--- config.mk ---
export PLATFORM = sky130hd
export DESIGN_NAME = lmc_ctrl
export DESIGN_NICKNAME = d
export VERILOG_FILES = /design/src/common/lmc_pkg.sv /design/src/logic/lmc_ctrl.sv /design/src/logic/lmc_fifo.sv
export VERILOG_INCLUDE_DIRS = /design/src /design/src/common
export SDC_FILE = /design/constraint.sdc
export NUM_CORES = 1
export LEC_CHECK = 0
export ABC_AREA = 1
export BUFFER_PORTS_ARGS = -buffer_cell sky130_fd_sc_hd__buf_2
export CAP_MARGIN = 10
export CORE_MARGIN = 2
export CORE_UTILIZATION = 60
export CTS_CLUSTER_DIAMETER = 30
export DETAILED_ROUTE_END_ITERATION = 10
export PLACE_DENSITY = 0.78
export SETUP_SLACK_MARGIN = 0.02
export SLEW_MARGIN = 20
export SYNTH_ARGS = -nofsm -noshare
export SYNTH_HDL_FRONTEND = slang
export SYNTH_HIERARCHICAL = 1
export SYNTH_SLANG_ARGS = --single-unit
--- constraint.sdc ---
create_clock -name i_clock -period 5.17 [get_ports i_clock]
set_clock_uncertainty 0.2 [all_clocks]
set_input_delay 0.517 -clock i_clock [delete_from_list [all_inputs] [get_ports i_clock]]
set_output_delay 0.517 -clock i_clock [all_outputs]
set_load 0.01 [all_outputs]
--- src/common/lmc_cfg.svh ---
// Purpose: constants for the LIN channel mode control block
// Assumes: 40 MHz system clock
// Notes:   wake filter time in its own unit, its cycle count derived from it; enable and timeout given in cycles
`ifndef LMC_CFG_SVH
`define LMC_CFG_SVH

`define LMC_CLK_MHZ          40
`define LMC_WAKE_FILT_MIN_US 30
`define LMC_WAKE_FILT_MAX_US 150
// filter set between the two limits, 90 us
`define LMC_WAKE_FILT_US     90
`define LMC_WAKE_FILT_CYC    (`LMC_WAKE_FILT_US * `LMC_CLK_MHZ)
`define LMC_TX_EN_CYC        400
`define LMC_DOM_TO_CYC       4000
`define LMC_CNT_W            16
`define LMC_FIFO_DEPTH       4

`endif

--- src/common/lmc_pkg.sv ---
// Purpose: shared types for the LIN channel mode control block
// Assumes: two channels
// Notes:   mode codes match the channel mode fields
package lmc_pkg;
  typedef enum logic [1:0] {
    LMC_CH_OFF  = 2'b00,
    LMC_CH_WAKE = 2'b01,
    LMC_CH_RXO  = 2'b10,
    LMC_CH_NORM = 2'b11
  } lmc_ch_mode_t;

  typedef enum logic [2:0] {
    LMC_PM_NORMAL  = 3'b000,
    LMC_PM_STOP    = 3'b001,
    LMC_PM_SLEEP   = 3'b010,
    LMC_PM_RESTART = 3'b011,
    LMC_PM_FAILSAF = 3'b100
  } lmc_pwr_mode_t;
endpackage

--- src/logic/lmc_ctrl.sv ---
// Purpose: digital mode control of two LIN transceiver channels
// Assumes: all inputs synchronous to i_clock; bus level 0 is dominant
// Notes:   wake events are queued as {channel b, channel a, stop, normal} words
`timescale 1ns/1ps
`include "lmc_cfg.svh"

// Summary of operation
// - channels start off; off allowed except in fail-safe; bus wake ignored while off.
// - normal channel mode accepted only in normal power mode.
// - in normal mode bus follows transmit input; receive output mirrors bus.
// - sending starts with the first dominant bit that starts after enable time.
// - receive-only disables driver; selectable in normal and stop power modes.
// - wake-capable selectable in stop, sleep, restart, normal; forced in fail-safe.
// - wake needs falling edge, dominant beyond filter time, then rising edge.
// - wake filter time lies between 30 and 150 microseconds.
// - after wake receive output stays low until channel mode changes or wake is rearmed.
// - wake reaction per power mode; sleep and fail-safe go to restart.
// - mode field keeps reading wake-capable code while receive output held low.
// - leaving wake-capable and returning rearms wake detection.
// - entering stop, sleep or fail-safe, or stop again, rearms wake.
// - wake in stop or normal raises interrupt and sets bus wake status.
// - stop-mode bus wake enables a disabled watchdog if allowed beforehand.
// - sleep wake goes restart then normal, records source, no interrupt.
// - transmit input dominant past timeout disables driver and sets fault flag.
// - timed-out driver recovers once transmit input is released.
// - one bit disables transmit timeout for all channels.
// - bus dominant past timeout in normal or receive-only sets fault flag.
// - transceiver undervoltage forces receive-only behaviour until supply recovers.
// - low slope selection applied at chip select rise in normal power mode only.
// - flash speed disables slope control at chip select rise in normal mode.
module lmc_ctrl #(
  parameter int TX_EN_CYC  = `LMC_TX_EN_CYC,
  parameter int DOM_TO_CYC = `LMC_DOM_TO_CYC
) (
  // clock and reset
  input  wire logic                   i_clock,
  input  wire logic                   i_sys_rst,
  // chip power mode
  input  wire lmc_pkg::lmc_pwr_mode_t i_pwr_mode,
  input  wire logic                   i_pwr_mode_wr,
  output logic                        o_restart_req,
  output logic                        o_normal_req,
  // spi configuration
  input  wire logic [1:0]             i_mode_a_wr_val,
  input  wire logic [1:0]             i_mode_b_wr_val,
  input  wire logic                   i_mode_wr,
  input  wire logic                   i_tx_timeout_disable,
  input  wire logic                   i_low_slope_select,
  input  wire logic                   i_flash_speed_enable,
  input  wire logic                   i_spi_cs_n,
  input  wire logic                   i_watchdog_on_bus_wake,
  input  wire logic                   i_fault_clr,
  input  wire logic                   i_wake_stat_clr,
  // status
  output lmc_pkg::lmc_ch_mode_t       o_channel_a_mode_field,
  output lmc_pkg::lmc_ch_mode_t       o_channel_b_mode_field,
  output logic                        o_ch_a_fault_flag,
  output logic                        o_ch_b_fault_flag,
  output logic [1:0]                  o_wake_source_status,
  output logic                        o_low_slope,
  output logic                        o_slope_off,
  output logic                        o_watchdog_enable_set,
  output logic                        o_int_n,
  // wake event queue drain
  output logic                        o_wake_evt_valid,
  input  wire logic                   i_wake_evt_ready,
  output logic [3:0]                  o_wake_evt_data,
  // supply
  input  wire logic                   i_transceiver_supply_uv,
  // per channel pins, index 0 = a
  input  wire logic [1:0]             i_lin_transmit_input,
  output logic      [1:0]             o_lin_receive_output,
  input  wire logic [1:0]             i_lin_bus,
  output logic      [1:0]             o_lin_bus,
  output logic      [1:0]             o_lin_bus_oe
);
  import lmc_pkg::*;

  lmc_ch_mode_t       mode_q [2];
  logic [1:0]         armed_q;
  logic [1:0]         woke_q;
  logic [1:0]         bus_prev_q;
  logic [1:0]         wk_dom_q;
  logic [`LMC_CNT_W-1:0] wk_cnt_q  [2];
  logic [`LMC_CNT_W-1:0] en_cnt_q  [2];
  logic [`LMC_CNT_W-1:0] txd_cnt_q [2];
  logic [`LMC_CNT_W-1:0] bus_cnt_q [2];
  logic [1:0]         en_done_q;
  logic [1:0]         tx_gate_q;
  logic [1:0]         tx_prev_q;
  logic [1:0]         txto_q;
  logic [1:0]         fault_q;
  logic [1:0]         wake_evt;
  logic               cs_prev_q;
  logic               lsm_pend_q;
  logic               fls_pend_q;
  logic               in_ready;
  logic [1:0]         drive;
  logic               any_wake;
  logic [1:0]         wake_stat_q;
  logic               restart_q;

  // ===========================================================
  // helpers
  function automatic lmc_ch_mode_t accept_mode(input lmc_ch_mode_t cur,
                                                input logic [1:0] req,
                                                input lmc_pwr_mode_t pm);
    lmc_ch_mode_t r;
    r = cur;
    case (req)
      2'b00:   r = LMC_CH_OFF;
      2'b11:   if (pm == LMC_PM_NORMAL) r = LMC_CH_NORM;
      2'b10:   if (pm == LMC_PM_NORMAL || pm == LMC_PM_STOP) r = LMC_CH_RXO;
      2'b01:   if (pm != LMC_PM_FAILSAF) r = LMC_CH_WAKE;
      default: r = cur;
    endcase
    return r;
  endfunction

  function automatic logic [`LMC_CNT_W-1:0] sat_inc(input logic [`LMC_CNT_W-1:0] c);
    return (&c) ? c : c + 1'b1;
  endfunction

  wire rearm_pm = i_pwr_mode_wr && (i_pwr_mode == LMC_PM_STOP ||
                  i_pwr_mode == LMC_PM_SLEEP || i_pwr_mode == LMC_PM_FAILSAF);

  // ===========================================================
  // channel logic
  for (genvar c = 0; c < 2; c++) begin : g_ch
    lmc_ch_mode_t nxt;
    always_comb begin
      nxt = (i_mode_wr) ? accept_mode(mode_q[c], (c == 0) ? i_mode_a_wr_val
                                      : i_mode_b_wr_val, i_pwr_mode) : mode_q[c];
      if (i_pwr_mode == LMC_PM_FAILSAF) begin
        nxt = LMC_CH_WAKE;
      end
    end

    always_ff @(posedge i_clock) begin
      if (i_sys_rst) begin
        mode_q[c]  <= LMC_CH_OFF;
        armed_q[c] <= 1'b1;
        woke_q[c]  <= 1'b0;
      end else begin
        mode_q[c] <= nxt;
        if (nxt != mode_q[c]) begin
          woke_q[c]  <= 1'b0;
          armed_q[c] <= 1'b1;
        end else if (rearm_pm) begin
          woke_q[c]  <= 1'b0;
          armed_q[c] <= 1'b1;
        end else if (wake_evt[c]) begin
          woke_q[c]  <= 1'b1;
          armed_q[c] <= 1'b0;
        end
      end
    end

    // wake filter: falling edge, long dominant, rising edge
    always_ff @(posedge i_clock) begin
      if (i_sys_rst) begin
        bus_prev_q[c] <= 1'b1;
        wk_dom_q[c]   <= 1'b0;
        wk_cnt_q[c]   <= '0;
      end else begin
        bus_prev_q[c] <= i_lin_bus[c];
        if (bus_prev_q[c] && !i_lin_bus[c]) begin
          wk_dom_q[c] <= 1'b1;
          wk_cnt_q[c] <= '0;
        end else if (!i_lin_bus[c] && wk_dom_q[c]) begin
          wk_cnt_q[c] <= sat_inc(wk_cnt_q[c]);
        end else if (i_lin_bus[c]) begin
          wk_dom_q[c] <= 1'b0;
        end
      end
    end
    assign wake_evt[c] = (mode_q[c] == LMC_CH_WAKE) && armed_q[c] && wk_dom_q[c] &&
                         !bus_prev_q[c] && i_lin_bus[c] &&
                         (wk_cnt_q[c] >= `LMC_CNT_W'(`LMC_WAKE_FILT_CYC));

    // enable sequence and transmit timeout
    always_ff @(posedge i_clock) begin
      if (i_sys_rst || mode_q[c] != LMC_CH_NORM) begin
        en_cnt_q[c]  <= '0;
        en_done_q[c] <= 1'b0;
        tx_gate_q[c] <= 1'b0;
      end else begin
        if (!en_done_q[c]) begin
          en_cnt_q[c] <= sat_inc(en_cnt_q[c]);
          if (en_cnt_q[c] >= `LMC_CNT_W'(TX_EN_CYC - 1)) begin
            en_done_q[c] <= 1'b1;
          end
        end
        // early low is held off until it returns high
        if (en_done_q[c] && tx_prev_q[c] && !i_lin_transmit_input[c]) begin
          tx_gate_q[c] <= 1'b1;
        end
      end
    end

    always_ff @(posedge i_clock) begin
      if (i_sys_rst) begin
        tx_prev_q[c] <= 1'b1;
        txd_cnt_q[c] <= '0;
        txto_q[c]    <= 1'b0;
        bus_cnt_q[c] <= '0;
        fault_q[c]   <= 1'b0;
      end else begin
        tx_prev_q[c] <= i_lin_transmit_input[c];
        if (i_lin_transmit_input[c]) begin
          txd_cnt_q[c] <= '0;
          txto_q[c]    <= 1'b0;
        end else begin
          txd_cnt_q[c] <= sat_inc(txd_cnt_q[c]);
          if (!i_tx_timeout_disable && mode_q[c] == LMC_CH_NORM &&
              txd_cnt_q[c] >= `LMC_CNT_W'(DOM_TO_CYC - 1)) begin
            txto_q[c] <= 1'b1;
          end
        end
        bus_cnt_q[c] <= i_lin_bus[c] ? '0 : sat_inc(bus_cnt_q[c]);
        // set wins over clear
        if ((!i_tx_timeout_disable && mode_q[c] == LMC_CH_NORM && !i_lin_transmit_input[c] &&
             txd_cnt_q[c] >= `LMC_CNT_W'(DOM_TO_CYC - 1)) ||
            ((mode_q[c] == LMC_CH_NORM || mode_q[c] == LMC_CH_RXO) &&
             bus_cnt_q[c] >= `LMC_CNT_W'(DOM_TO_CYC - 1))) begin
          fault_q[c] <= 1'b1;
        end else if (i_fault_clr) begin
          fault_q[c] <= 1'b0;
        end
      end
    end

    assign drive[c] = (mode_q[c] == LMC_CH_NORM) && tx_gate_q[c] && !txto_q[c] &&
                      !i_transceiver_supply_uv;
    always_ff @(posedge i_clock) begin
      if (i_sys_rst) begin
        o_lin_bus_oe[c]         <= 1'b0;
        o_lin_receive_output[c] <= 1'b1;
      end else begin
        o_lin_bus_oe[c] <= drive[c] && !i_lin_transmit_input[c];
        if (woke_q[c] || wake_evt[c]) begin
          o_lin_receive_output[c] <= 1'b0;
        end else if (mode_q[c] == LMC_CH_NORM || mode_q[c] == LMC_CH_RXO) begin
          o_lin_receive_output[c] <= i_lin_bus[c];
        end else begin
          o_lin_receive_output[c] <= 1'b1;
        end
      end
    end
  end

  assign o_lin_bus              = 2'b00;
  assign o_channel_a_mode_field = mode_q[0];
  assign o_channel_b_mode_field = mode_q[1];
  assign o_ch_a_fault_flag      = fault_q[0];
  assign o_ch_b_fault_flag      = fault_q[1];
  assign any_wake               = |wake_evt;

  // ===========================================================
  // chip level wake reaction
  always_ff @(posedge i_clock) begin
    if (i_sys_rst) begin
      wake_stat_q           <= 2'b00;
      o_int_n               <= 1'b1;
      o_watchdog_enable_set <= 1'b0;
      restart_q             <= 1'b0;
      o_restart_req         <= 1'b0;
      o_normal_req          <= 1'b0;
    end else begin
      o_watchdog_enable_set <= any_wake && i_pwr_mode == LMC_PM_STOP &&
                               i_watchdog_on_bus_wake;
      o_restart_req         <= any_wake && (i_pwr_mode == LMC_PM_SLEEP ||
                               i_pwr_mode == LMC_PM_FAILSAF);
      if (any_wake && i_pwr_mode == LMC_PM_SLEEP) begin
        restart_q <= 1'b1;
      end else if (restart_q && i_pwr_mode == LMC_PM_RESTART) begin
        restart_q <= 1'b0;
      end
      o_normal_req <= restart_q && i_pwr_mode == LMC_PM_RESTART;
      if (any_wake) begin
        wake_stat_q <= wake_stat_q | wake_evt;
      end else if (i_wake_stat_clr) begin
        wake_stat_q <= 2'b00;
      end
      if (any_wake && (i_pwr_mode == LMC_PM_NORMAL || i_pwr_mode == LMC_PM_STOP)) begin
        o_int_n <= 1'b0;
      end else if (i_wake_stat_clr) begin
        o_int_n <= 1'b1;
      end
    end
  end
  assign o_wake_source_status = wake_stat_q;

  // ===========================================================
  // slope selection, latched at chip select rising
  always_ff @(posedge i_clock) begin
    if (i_sys_rst) begin
      cs_prev_q   <= 1'b1;
      lsm_pend_q  <= 1'b0;
      fls_pend_q  <= 1'b0;
      o_low_slope <= 1'b0;
      o_slope_off <= 1'b0;
    end else begin
      cs_prev_q <= i_spi_cs_n;
      if (!i_spi_cs_n && i_pwr_mode == LMC_PM_NORMAL) begin
        lsm_pend_q <= i_low_slope_select;
        fls_pend_q <= i_flash_speed_enable;
      end
      if (!cs_prev_q && i_spi_cs_n) begin
        o_low_slope <= lsm_pend_q;
        o_slope_off <= fls_pend_q;
      end
    end
  end

  // ===========================================================
  // wake event queue
  lmc_fifo #(
    .WIDTH (4),
    .DEPTH (`LMC_FIFO_DEPTH)
  ) u_fifo (
    .i_clock     (i_clock),
    .i_sys_rst   (i_sys_rst),
    .i_in_valid  (any_wake),
    .o_in_ready  (in_ready),
    .i_in_data   ({wake_evt, i_pwr_mode == LMC_PM_STOP, i_pwr_mode == LMC_PM_NORMAL}),
    .o_out_valid (o_wake_evt_valid),
    .i_out_ready (i_wake_evt_ready),
    .o_out_data  (o_wake_evt_data)
  );
endmodule

--- src/logic/lmc_fifo.sv ---
// Purpose: small valid/ready FIFO for wake event words
// Assumes: single clock, synchronous active-high reset
// Notes:   depth must be a power of two
`timescale 1ns/1ps
module lmc_fifo #(
  parameter int WIDTH = 4,
  parameter int DEPTH = 4
) (
  // clock and reset
  input  wire logic             i_clock,
  input  wire logic             i_sys_rst,
  // fill side
  input  wire logic             i_in_valid,
  output logic                  o_in_ready,
  input  wire logic [WIDTH-1:0] i_in_data,
  // drain side
  output logic                  o_out_valid,
  input  wire logic             i_out_ready,
  output logic      [WIDTH-1:0] o_out_data
);
  localparam int AW = $clog2(DEPTH);
  logic [WIDTH-1:0] mem_q [DEPTH];
  logic [AW-1:0]    wr_q;
  logic [AW-1:0]    rd_q;
  logic [AW:0]      cnt_q;
  logic             push;
  logic             pop;

  assign o_in_ready  = (cnt_q != DEPTH[AW:0]);
  assign o_out_valid = (cnt_q != '0);
  assign push        = i_in_valid && o_in_ready;
  assign pop         = o_out_valid && i_out_ready;
  assign o_out_data  = mem_q[rd_q];

  always_ff @(posedge i_clock) begin
    if (push) begin
      mem_q[wr_q] <= i_in_data;
    end
  end

  always_ff @(posedge i_clock) begin
    if (i_sys_rst) begin
      wr_q  <= '0;
      rd_q  <= '0;
      cnt_q <= '0;
    end else begin
      if (push) begin
        wr_q <= wr_q + 1'b1;
      end
      if (pop) begin
        rd_q <= rd_q + 1'b1;
      end
      cnt_q <= cnt_q + {{AW{1'b0}}, push} - {{AW{1'b0}}, pop};
    end
  end
endmodule

# After elaboration in Yosys (flattened, before gate mapping)
# Memories as Yosys holds them, arrays and structs flattened. A register that Yosys moved wholly into a read port is not among the register bits.
# Index checks and enable logic that the tools add are counted.
# word_totals
latch_bits	0
input_bits	24
reg_bits	41
mem_bits_rw	148
mem_bits_ro	0
elab_cells	300
memories	6
# classes
n_mul	0
div_mod_pow	0
mux	102
n_reduce_logical	97
magnitude_cmp	8
shift	0
eq_ne	24
add_sub_neg	12
bitwise_logic	15
# memory_table
name	words	width	read_ports	rd_clocked_by_memory_dff	write_ports	line_no	rtl
bus_cnt_q	2	16	2	0	2	lmc_ctrl.sv:87	logic [`LMC_CNT_W-1:0] bus_cnt_q [2];
en_cnt_q	2	16	2	0	2	lmc_ctrl.sv:85	logic [`LMC_CNT_W-1:0] en_cnt_q [2];
txd_cnt_q	2	16	2	0	2	lmc_ctrl.sv:86	logic [`LMC_CNT_W-1:0] txd_cnt_q [2];
wk_cnt_q	2	16	2	0	2	lmc_ctrl.sv:84	logic [`LMC_CNT_W-1:0] wk_cnt_q [2];
u_fifo.mem_q	4	4	1	1	1	lmc_fifo.sv:22	logic [WIDTH-1:0] mem_q [DEPTH];
mode_q	2	2	2	0	2	lmc_ctrl.sv:79	lmc_ch_mode_t mode_q [2];
# ops
operator	count
16-bit 2-to-1 mux	22
16-bit by 1-bit adder with 16-bit output, second input constant	8
16-bit AND reduction	8
16-bit by 12-bit greater-or-equal comparator with 1-bit output, second input constant	6
1-bit 2-to-1 mux	62
1-bit logical AND	47
16-bit by 9-bit greater-or-equal comparator with 1-bit output, second input constant	2
2-bit 2-to-1 mux	16
2-bit equality test, second input constant	8
2-bit one-hot mux with 4 select lines	2
1-bit OR	14
2-bit nonzero test	7
1-bit zero test	12
1-bit logical OR	12
2-bit by 1-bit equality test with 1-bit output, second input constant	4
2-bit inequality test, second input constant	4
3-bit by 2-bit equality test with 1-bit output, second input constant	2
3-bit inequality test, second input constant	2
2-bit OR reduction	3
3-bit OR reduction	2
2-bit by 1-bit adder with 2-bit output, second input constant	2
2-bit zero test	2
2-bit inequality test	2
2-bit AND reduction	2
other kinds (7)	7

# Depth between registers and ports, before layout
# Gate-level depths: netlist (run 1).
# An unclocked memory read counts as a cell.
# logic_depth
word_depth	11
mapped_depth	14
depth_no_buf	14

# Hierarchy
# Netlist (run 1), hierarchy kept.
# by_module_without_submodules
mod	area_per_inst_um2	cells_per_inst	seq_area_each_um2	instances
lmc_ctrl	8889.8	1118	4284.1	1
lmc_fifo	1079.8	104	660.6	1

# Worst setup path after synthesis (run 1)
# OpenSTA, ideal clock, no wires.
# synth_path
path_kind	input -> register
from	input i_lin_bus[1]
to	register u_fifo.cnt_q[2]
required_ns	4.853
setup_ns	0.117
arrival_ns	2.201
path_slack_ns	2.652
cell_stages	12
path_cell_list	nand4_1 -> nor3_1 -> nand2_1 -> nand2_2 -> nand2_1 -> ha_1 -> inv_1 -> ha_1 -> inv_1 -> fa_1 -> o21ai_0 -> nor2_1
# synth_between
elab_chain_len	6
# synth_lines
element	line_no	rtl
start, declared	lmc_ctrl.sv:73	input wire logic [1:0] i_lin_bus,
1-bit logical AND	lmc_ctrl.sv:178	!bus_prev_q[c] && i_lin_bus[c] &&
1-bit logical AND	lmc_ctrl.sv:177	assign wake_evt[c] = (mode_q[c] == LMC_CH_WAKE) && armed_q[c] && wk_dom_q[c] &&
2-bit OR reduction	lmc_ctrl.sv:257	assign any_wake = |wake_evt;
net any_wake	lmc_ctrl.sv:99	logic any_wake;
1-bit logical AND	lmc_fifo.sv:31	assign push = i_in_valid && o_in_ready;
3-bit by 1-bit adder with 3-bit output	lmc_fifo.sv:53	cnt_q <= cnt_q + {{AW{1'b0}}, push} - {{AW{1'b0}}, pop};
3-bit by 1-bit subtractor with 3-bit output	lmc_fifo.sv:53	
end signal, assigned	lmc_fifo.sv:53	
end, declared	lmc_fifo.sv:25	logic [AW:0] cnt_q;
# The timed path passes the listed nets, and every way through them passes these cells.
# A chain may end at the register's enable or synchronous reset.

==> impl_results.md, run 1 <==
- Setup TNS Final: 0 ns
- Hold crit path type: in2reg
- Gr usage total: 23.1%
- Initial Util: 60.8%
- CTS tree: yes
- Top cell type's share of synthesized area: 33.7%
- Final worst slack: 2.38 ns
- Antenna Nets Post-Route: 0
- Met1 Routed Length: 9060 µm
- Pins over their slew limit: 0
- Drc violations: 0
- CTS Hold Bufs: 0
- Period minus WS final: 2.79 ns
- Vias: 8120
- GPL Wtd Cong: 0.847
- Die area: 17700 µm²
- Number of global-route vias before repair: 7458
- Vias per cell: 5.37
- Yosys cell types: 47
- Setup bufs post-CTS: 0
- Sequential fraction of the synthesis area: 49.6%
- Synth warnings: 6
- Crit-path cells: or2_0 > o21ai_0 > nand2_1 > nand2_1 > nand2_2 > nand2_1 > ha_1 > inv_1 > ha_1 > inv_1 > fa_1 > o21ai_0 > nor2_1
- IO Pins: 49
- Worst-path clk slew: 0.07 ns
- Mean Syn Cell Area: 8.16 µm²
- Sink Count: 191
- Status: completed
- PostCTS Resize Cnt: 0
- Post-DR wirelength/cell: 12.9 µm
- Tot Pwr: 3.21 mW
- Worst VDD drop: 0.238 mV
- Cell Pwr Density: 292 nW/µm²
- H-tree depth: 4
- Layout cells sized above 1: 11.8%
- Critical path's slowest cell: edfxtp_1
- DR pass1 iterations: 5
- Yosys reg bits: 191
- Worst setup path class: reg2reg
- Worst path most repeated cell: nand2_1
- RSZ-0062 raised after global routing: false
- First-pass GRT wire length: 33500 µm
- Ant. Diodes: 0
- Crit-path max FO: 7
- Final setup vio count: 0
- Leak pwr: 4.34 nW
- Total wire length: 19600 µm
- Final cell count without fillers: 1513
- Ys flop type: edfxtp_1
- DP Wirelength: 14300 µm
- Slowest stage delay, CP: 0.45 ns
- Area Growth Syn to Fin: 10.3%
- Root Driver: clkbuf_16
- Cell family with most CP delay: simple AND/OR/NAND/NOR gates
- Routed wire length on met2: 9290 µm
- Synthesized area: 9970 µm²
- Max clock buf depth: 2
- Crit end category: register
- Crit path launch type: register
- Grt ovf: 0
- CP Data Required Time: 5.29 ns
- Slew margin rel.: 44.1%
- Fin crit share: 53.9%
- Port Buffers: 46
- Number of max-cap violations: 0
- CTS buffer count: 17
- Clock Latency Late Sink: 0.43 ns
- Top cells by area, synth: edfxtp_1 34%, dfxtp_1 16%, nand2_1 8.5%
- Fmax: 0.359 GHz
- Met3 WL: 828 µm
- Core ar.: 16400 µm²
- Iteration-0 DRC Markers: 541
- Top sig layer: met4
- Ys async rst share: 0%
- Number of flops mapped to enable cells by yosys: 112
- Initial antenna violation count: 0
- Final Hold Fails: 0
- Worst-margin pin slew: 0.836 ns
- Die height: 133 µm
- Largest net degree at the start of global routing: 18
- Cell Rows: 47
- Worst path bufs/invs: 2
- Post-synthesis cell count: 1222
- Synth area leader: edfxtp_1
- Die W: 133 µm
- Fill count: 1333
- Dpl cells: 1481
- Final nets: 1321
- Post-Place Worst Slack: 2.30 ns
- Critical Path AT: 2.91 ns
worst reg2reg max path: stages, from the launching register on:
cell,delay [ns]
edfxtp_1,0.45
or2_0,0.24
o21ai_0,0.15
nand2_1,0.08
nand2_1,0.17
nand2_2,0.14
nand2_1,0.17
ha_1,0.25
inv_1,0.06
ha_1,0.12
inv_1,0.04
fa_1,0.37
o21ai_0,0.18
nor2_1,0.06
area by class of cell:
class / count / area [µm²] / area share (%)
flip-flops and latches: 191 / 4940 / 44.9
multi-input cells: 828 / 4240 / 38.5
inverters: 195 / 734 / 6.68
clock buffers: 19 / 433 / 3.94
well taps: 220 / 275 / 2.50
repair buffers: 47 / 238 / 2.16
clock inverters: 13 / 140 / 1.27
through the flow:
step / hold slack (ns) / util [%] / instance area [µm²]
global route: 0.100 / 67.0 / 11000
finish: 0.0925 / 67.0 / 11000
CTS: 0.0816 / 67.0 / 11000
floorplan: 0.198 / - / 9970
global placement: 0.241 / 63.6 / 10400
detailed placement: 0.250 / 63.6 / 10400
sequential cells by signal, indices dropped and copies added (netlist names), 2 cells and up, named ones only:
name	count
o_lin_bus_oe	2
wk_dom_q	2
bus_prev_q	2
o_lin_receive_output	2
woke_q	2
mode_q	4
txd_cnt_q	32
u_fifo/wr_q	2
o_wake_source_status	2
bus_cnt_q	32
u_fifo/cnt_q	3
txto_q	2
wk_cnt_q	32
u_fifo/rd_q	2
armed_q	2
u_fifo/mem_q	16
tx_gate_q	2
tx_prev_q	2
en_done_q	2
en_cnt_q	32
cell usage after synthesis, types with 3 or more instances:
cell type    n
or2_0        8
inv_1      183
nor4_1      10
ha_1        16
o22ai_1      4
xnor2_1      6
nand3_2      6
o21ai_1      3
buf_4        3
nand3_1     78
a21oi_1     79
nor2_1     151
buf_2        5
nand2_1    225
edfxtp_1   112
o21a_1       3
nand4_1     23
dfxtp_1     79
nor3b_1      5
nor2_2      10
xor2_1       9
nor2_4      14
a31oi_1     15
nand2_2     10
or2_2        9
o21ai_0     67
nor3_2       9
inv_2       11
nor3_1      42
path summary, 6_finish.rpt:
check                                    start                         end  slack, ns  cells after the start
setup / recovery  wk_cnt_q[0][8]$_SDFFCE_PN0P_  u_fifo/cnt_q[2]$_SDFF_PP0_       2.38                     13
hold / removal                      i_spi_cs_n        cs_prev_q$_SDFF_PP1_       0.09                      3
setup reg to reg  wk_cnt_q[0][8]$_SDFFCE_PN0P_  u_fifo/cnt_q[2]$_SDFF_PP0_       2.38                     13
hold reg to reg        lsm_pend_q$_SDFFE_PP0P_    o_low_slope$_SDFFE_PP0P_       0.25                      2
metal layers:
| metal | track usage (%) | vias up |
|---|---|---|
| met4 | 8.24 | 0 |
| met2 | 39.2 | 193 |
| met1 | 30.1 | 3729 |
| met3 | 3.60 | 29 |
| met5 | 0 | - |
| li1 | - | 4169 |
where the power goes:
group	switching [mW]	internal [mW]	leakage, nW
Sequential	0.0403	1.64	1.93
Combinational	0.160	0.0871	2.14
Clock	0.569	0.713	0.270
cell usage in the layout (no fill, tap or decap), types with 11 or more instances in the layout:
cell / Yosys / layout
ha_1: 16 / 16
nand4_1: 23 / 23
nand3_1: 78 / 78
nand2_1: 225 / 225
nor2_1: 151 / 151
a21oi_1: 79 / 79
inv_1: 183 / 183
inv_2: 11 / 11
nor2_4: 14 / 14
nor3_1: 42 / 42
o21ai_0: 67 / 67
buf_2: 5 / 46
dfxtp_1: 79 / 79
clkbuf_16: 0 / 17
a31oi_1: 15 / 15
edfxtp_1: 112 / 112
cell families after synthesis:
kind of cell	Yosys count	synth area share (%)
compound gates	185	9.98
buf+inv	204	7.96
fa+ha+maj	17	2.21
simple gates	609	28.9
other cells	1	0.0376
flops	191	49.6
xor+xnor	15	1.32
(Power assumes the default switching activity.)
==> run 2: changes to the inputs <==
--- a/config.mk
+++ b/config.mk
@@ -10,10 +10,10 @@
 export BUFFER_PORTS_ARGS = -buffer_cell sky130_fd_sc_hd__buf_2
 export CAP_MARGIN = 10
 export CORE_MARGIN = 2
-export CORE_UTILIZATION = 60
+export CORE_UTILIZATION = 56
 export CTS_CLUSTER_DIAMETER = 30
 export DETAILED_ROUTE_END_ITERATION = 10
-export PLACE_DENSITY = 0.78
+export PLACE_DENSITY = 0.77
 export SETUP_SLACK_MARGIN = 0.02
 export SLEW_MARGIN = 20
 export SYNTH_ARGS = -nofsm -noshare
==> constraint.sdc (replaced) <==
create_clock -name i_clock -period 2.37 [get_ports i_clock]
set_clock_uncertainty 0.2 [all_clocks]
set_input_delay 0.237 -clock i_clock [delete_from_list [all_inputs] [get_ports i_clock]]
set_output_delay 0.237 -clock i_clock [all_outputs]
set_load 0.01 [all_outputs]
==> impl_results.md, run 2 (same netlist as run 1, synthesis figures left out) <==
- Final nets: 1409 (was 1321)
- DP Wirelength: 15100 µm (was 14300 µm)
- Antenna Nets Post-Route: 0 (unchanged)
- Port Buffers: 46 (unchanged)
- Psw: 1.84 mW (was 770 µW)
- Initial antenna violation count: 0 (unchanged)
- Sink Count: 191 (unchanged)
- Cell Pwr Density: 616 nW/µm² (was 292 nW/µm²)
- Worst VDD drop: 0.582 mV (was 0.238 mV)
- Slowest stage delay, CP: 0.37 ns (was 0.45 ns)
- Worst setup path class: reg2reg (unchanged)
- Grt ovf: 0 (unchanged)
- GR Layer Usage met2: 40.0% (was 39.2%)
- Number of max-cap violations: 0 (unchanged)
- Fmax: 0.417 GHz (was 0.359 GHz)
- Layout cells sized above 1: 18.2% (was 11.8%)
- Root Driver: clkbuf_16 (unchanged)
- Area Growth Syn to Fin: 18.9% (was 10.3%)
- Power Internal: 5.46 mW (was 2.44 mW)
- Die height: 137 µm (was 133 µm)
- Cell family with most CP delay: simple AND/OR/NAND/NOR gates (unchanged)
- Hold crit path type: in2reg (unchanged)
- CTS tree: yes (unchanged)
- Total wire length: 21800 µm (was 19600 µm)
- GPL Wtd Cong: 0.869 (was 0.847)
- Worst-path clk slew: 0.07 ns (about the same)
- Initial Util: 57.4% (was 60.8%)
- Max clock buf depth: 2 (unchanged)
- Cell Rows: 48 (was 47)
- Core ar.: 17400 µm² (was 16400 µm²)
- Critical Path AT: 2.57 ns (was 2.91 ns)
- Crit path launch type: register (unchanged)
- Period minus WS final: 2.40 ns (was 2.79 ns)
- GR met1 Demand/Resource: 30.8% (was 30.1%)
- Fin crit share: 101% (was 53.9%)
- Post-route design area: 11900 µm² (was 11000 µm²)
- Commonest non-fill, non-tap cell in the layout: nand2_1 (unchanged)
- H-tree depth: 4 (unchanged)
- Ant. Diodes: 0 (unchanged)
- Gr usage total: 23.9% (was 23.1%)
- Failing checks: setup timing
- Critical path's slowest cell: dfxtp_2 (was edfxtp_1)
- Vias: 8564 (was 8120)
- Die W: 137 µm (was 133 µm)
- Sequential power share: 50.2% (was 52.3%)
- Iteration-0 DRC Markers: 499 (was 541)
- Number of global-route vias before repair: 7855 (was 7458)
- Largest net degree at the start of global routing: 19 (was 18)
- Status: complete, but fails checks (was completed)
- Pins over their slew limit: 0 (unchanged)
- GR Util met3: 4.16% (was 3.60%)
- Commonest cells after routing, fill and taps aside: 219 x nand2_1, 174 x inv_1, 150 x nor2_1 (was 225 x nand2_1, 183 x inv_1, 151 x nor2_1)
- Crit-path cells: nand4_1 > nor3_4 > nand2_2 > nand2_4 > nand2_4 > ha_4 > inv_2 > ha_4 > inv_2 > fa_2 > a21boi_2 > nor2_1 (was or2_0 > o21ai_0 > nand2_1 > nand2_1 > nand2_2 > nand2_1 > ha_1 > inv_1 > ha_1 > inv_1 > fa_1 > o21ai_0 > nor2_1)
- DP Area: 10800 µm² (was 10400 µm²)
- Vias per cell: 5.33 (was 5.37)
- Combinational power share: 9.9% (was 7.7%)
- Die area: 18900 µm² (was 17700 µm²)
- Crit-path max FO: 2 (was 7)
- Final setup vio count: 2 (was 0)
- First-pass GRT wire length: 35700 µm (was 33500 µm)
- Worst path bufs/invs: 2 (unchanged)
- Final hold slack: 0.0181 ns (was 0.0925 ns)
- Grt peak-use layer: met2 (unchanged)
- Final worst slack: -0.0269 ns (was 2.38 ns)
- CTS buffer count: 17 (unchanged)
- Leak pwr: 4.78 nW (was 4.34 nW)
- Clock Latency Late Sink: 0.44 ns (was 0.43 ns)
- Post-DR wirelength/cell: 13.6 µm (was 12.9 µm)
- IO Pins: 49 (unchanged)
- Switch share: 25.2% (was 24.0%)
- Post-Place Worst Slack: -0.0562 ns (was 2.30 ns)
- Crit end category: register (unchanged)
- Clock share of power: 39.9% (was 40.0%)
- DR pass1 iterations: 5 (unchanged)
- CP Data Required Time: 2.54 ns (was 5.29 ns)
- Final Hold Fails: 0 (unchanged)
- RSZ-0062 raised after global routing: true (was false)
- Drc violations: 0 (unchanged)
==> run 2: changes by cell type in the layout (fill, tap and decap cells not counted), moves of 4 or more <==
cell	change
nand2_1	-6
inv_1	-9
nand2_2	+4
dlygate4sd3_1	+19
buf_4	+67
inv_2	+8
==> run 2: power by group through the flow <==
stage                     clock [mW]  sequential [mW]  combinational, mW
after floorplan                    0             3.71              0.400
after global placement             0             3.72              0.599
after detailed placement           0             3.73              0.618
after CTS                       2.97             3.66              0.705
after global routing            3.08             3.68              0.807
final                           2.91             3.66              0.726
==> run 2: final timing paths <==
kind                                 from                    endpoint  slack (ns)  cells after the start
hold reg to reg   lsm_pend_q$_SDFFE_PP0P_    o_low_slope$_SDFFE_PP0P_        0.26                      2
setup reg to reg  armed_q[1]$_SDFFE_PP1P_  u_fifo/cnt_q[2]$_SDFF_PP0_       -0.03                     12
setup / recovery  armed_q[1]$_SDFFE_PP1P_  u_fifo/cnt_q[2]$_SDFF_PP0_       -0.03                     12
hold / removal              i_pwr_mode[2]    o_restart_req$_SDFF_PP0_        0.02                      3
==> run 2: metal layers <==
layer	vias up	share of wire (%)
met1	3942	46
met4	0	2.6
li1	4357	-
met5	-	0
met2	216	47
met3	49	4.4
==> run 2: what timing repair did <==
item                                    4_1_cts  5_1_grt
setup buffers                                16        4
endpoints found under the hold margin        23        0
pin swaps                                     8       15
resized for setup                            12       22
hold buffers                                 20        0
cloned                                        0        0
endpoints found under the setup margin        2       42
==> run 2: layout make-up <==
type                            instances  area [µm²]
Timing Repair Buffer                  135         961
Inverter                              195         737
Tap cell                              225         282
Clock inverter                         15         175
Multi-Input combinational cell        828        4320
Fill cell                            1349        5510
Clock buffer                           17         425
Sequential cell                       191        4950
==> run 2: worst reg2reg max path, stage by stage (launching register included) <==
cell	delay [ns]
dfxtp_2	0.37
nand4_1	0.15
nor3_4	0.29
nand2_2	0.13
nand2_4	0.10
nand2_4	0.06
ha_4	0.21
inv_2	0.06
ha_4	0.12
inv_2	0.03
fa_2	0.36
a21boi_2	0.17
nor2_1	0.10
==> run 2: stage by stage <==
| stage | power, mW | instances | TNS, ns | util, % |
|---|---|---|---|---|
| global route | 7.56 | 1606 | -0.261 | 68.3 |
| floorplan | 4.11 | 1223 | 0 | - |
| CTS | 7.34 | 1605 | 0 | 68.0 |
| global placement | 4.32 | 1537 | 0 | 62.4 |
| finish | 7.30 | 1606 | -0.0292 | 68.3 |
| detailed placement | 4.34 | 1537 | -0.0562 | 62.4 |
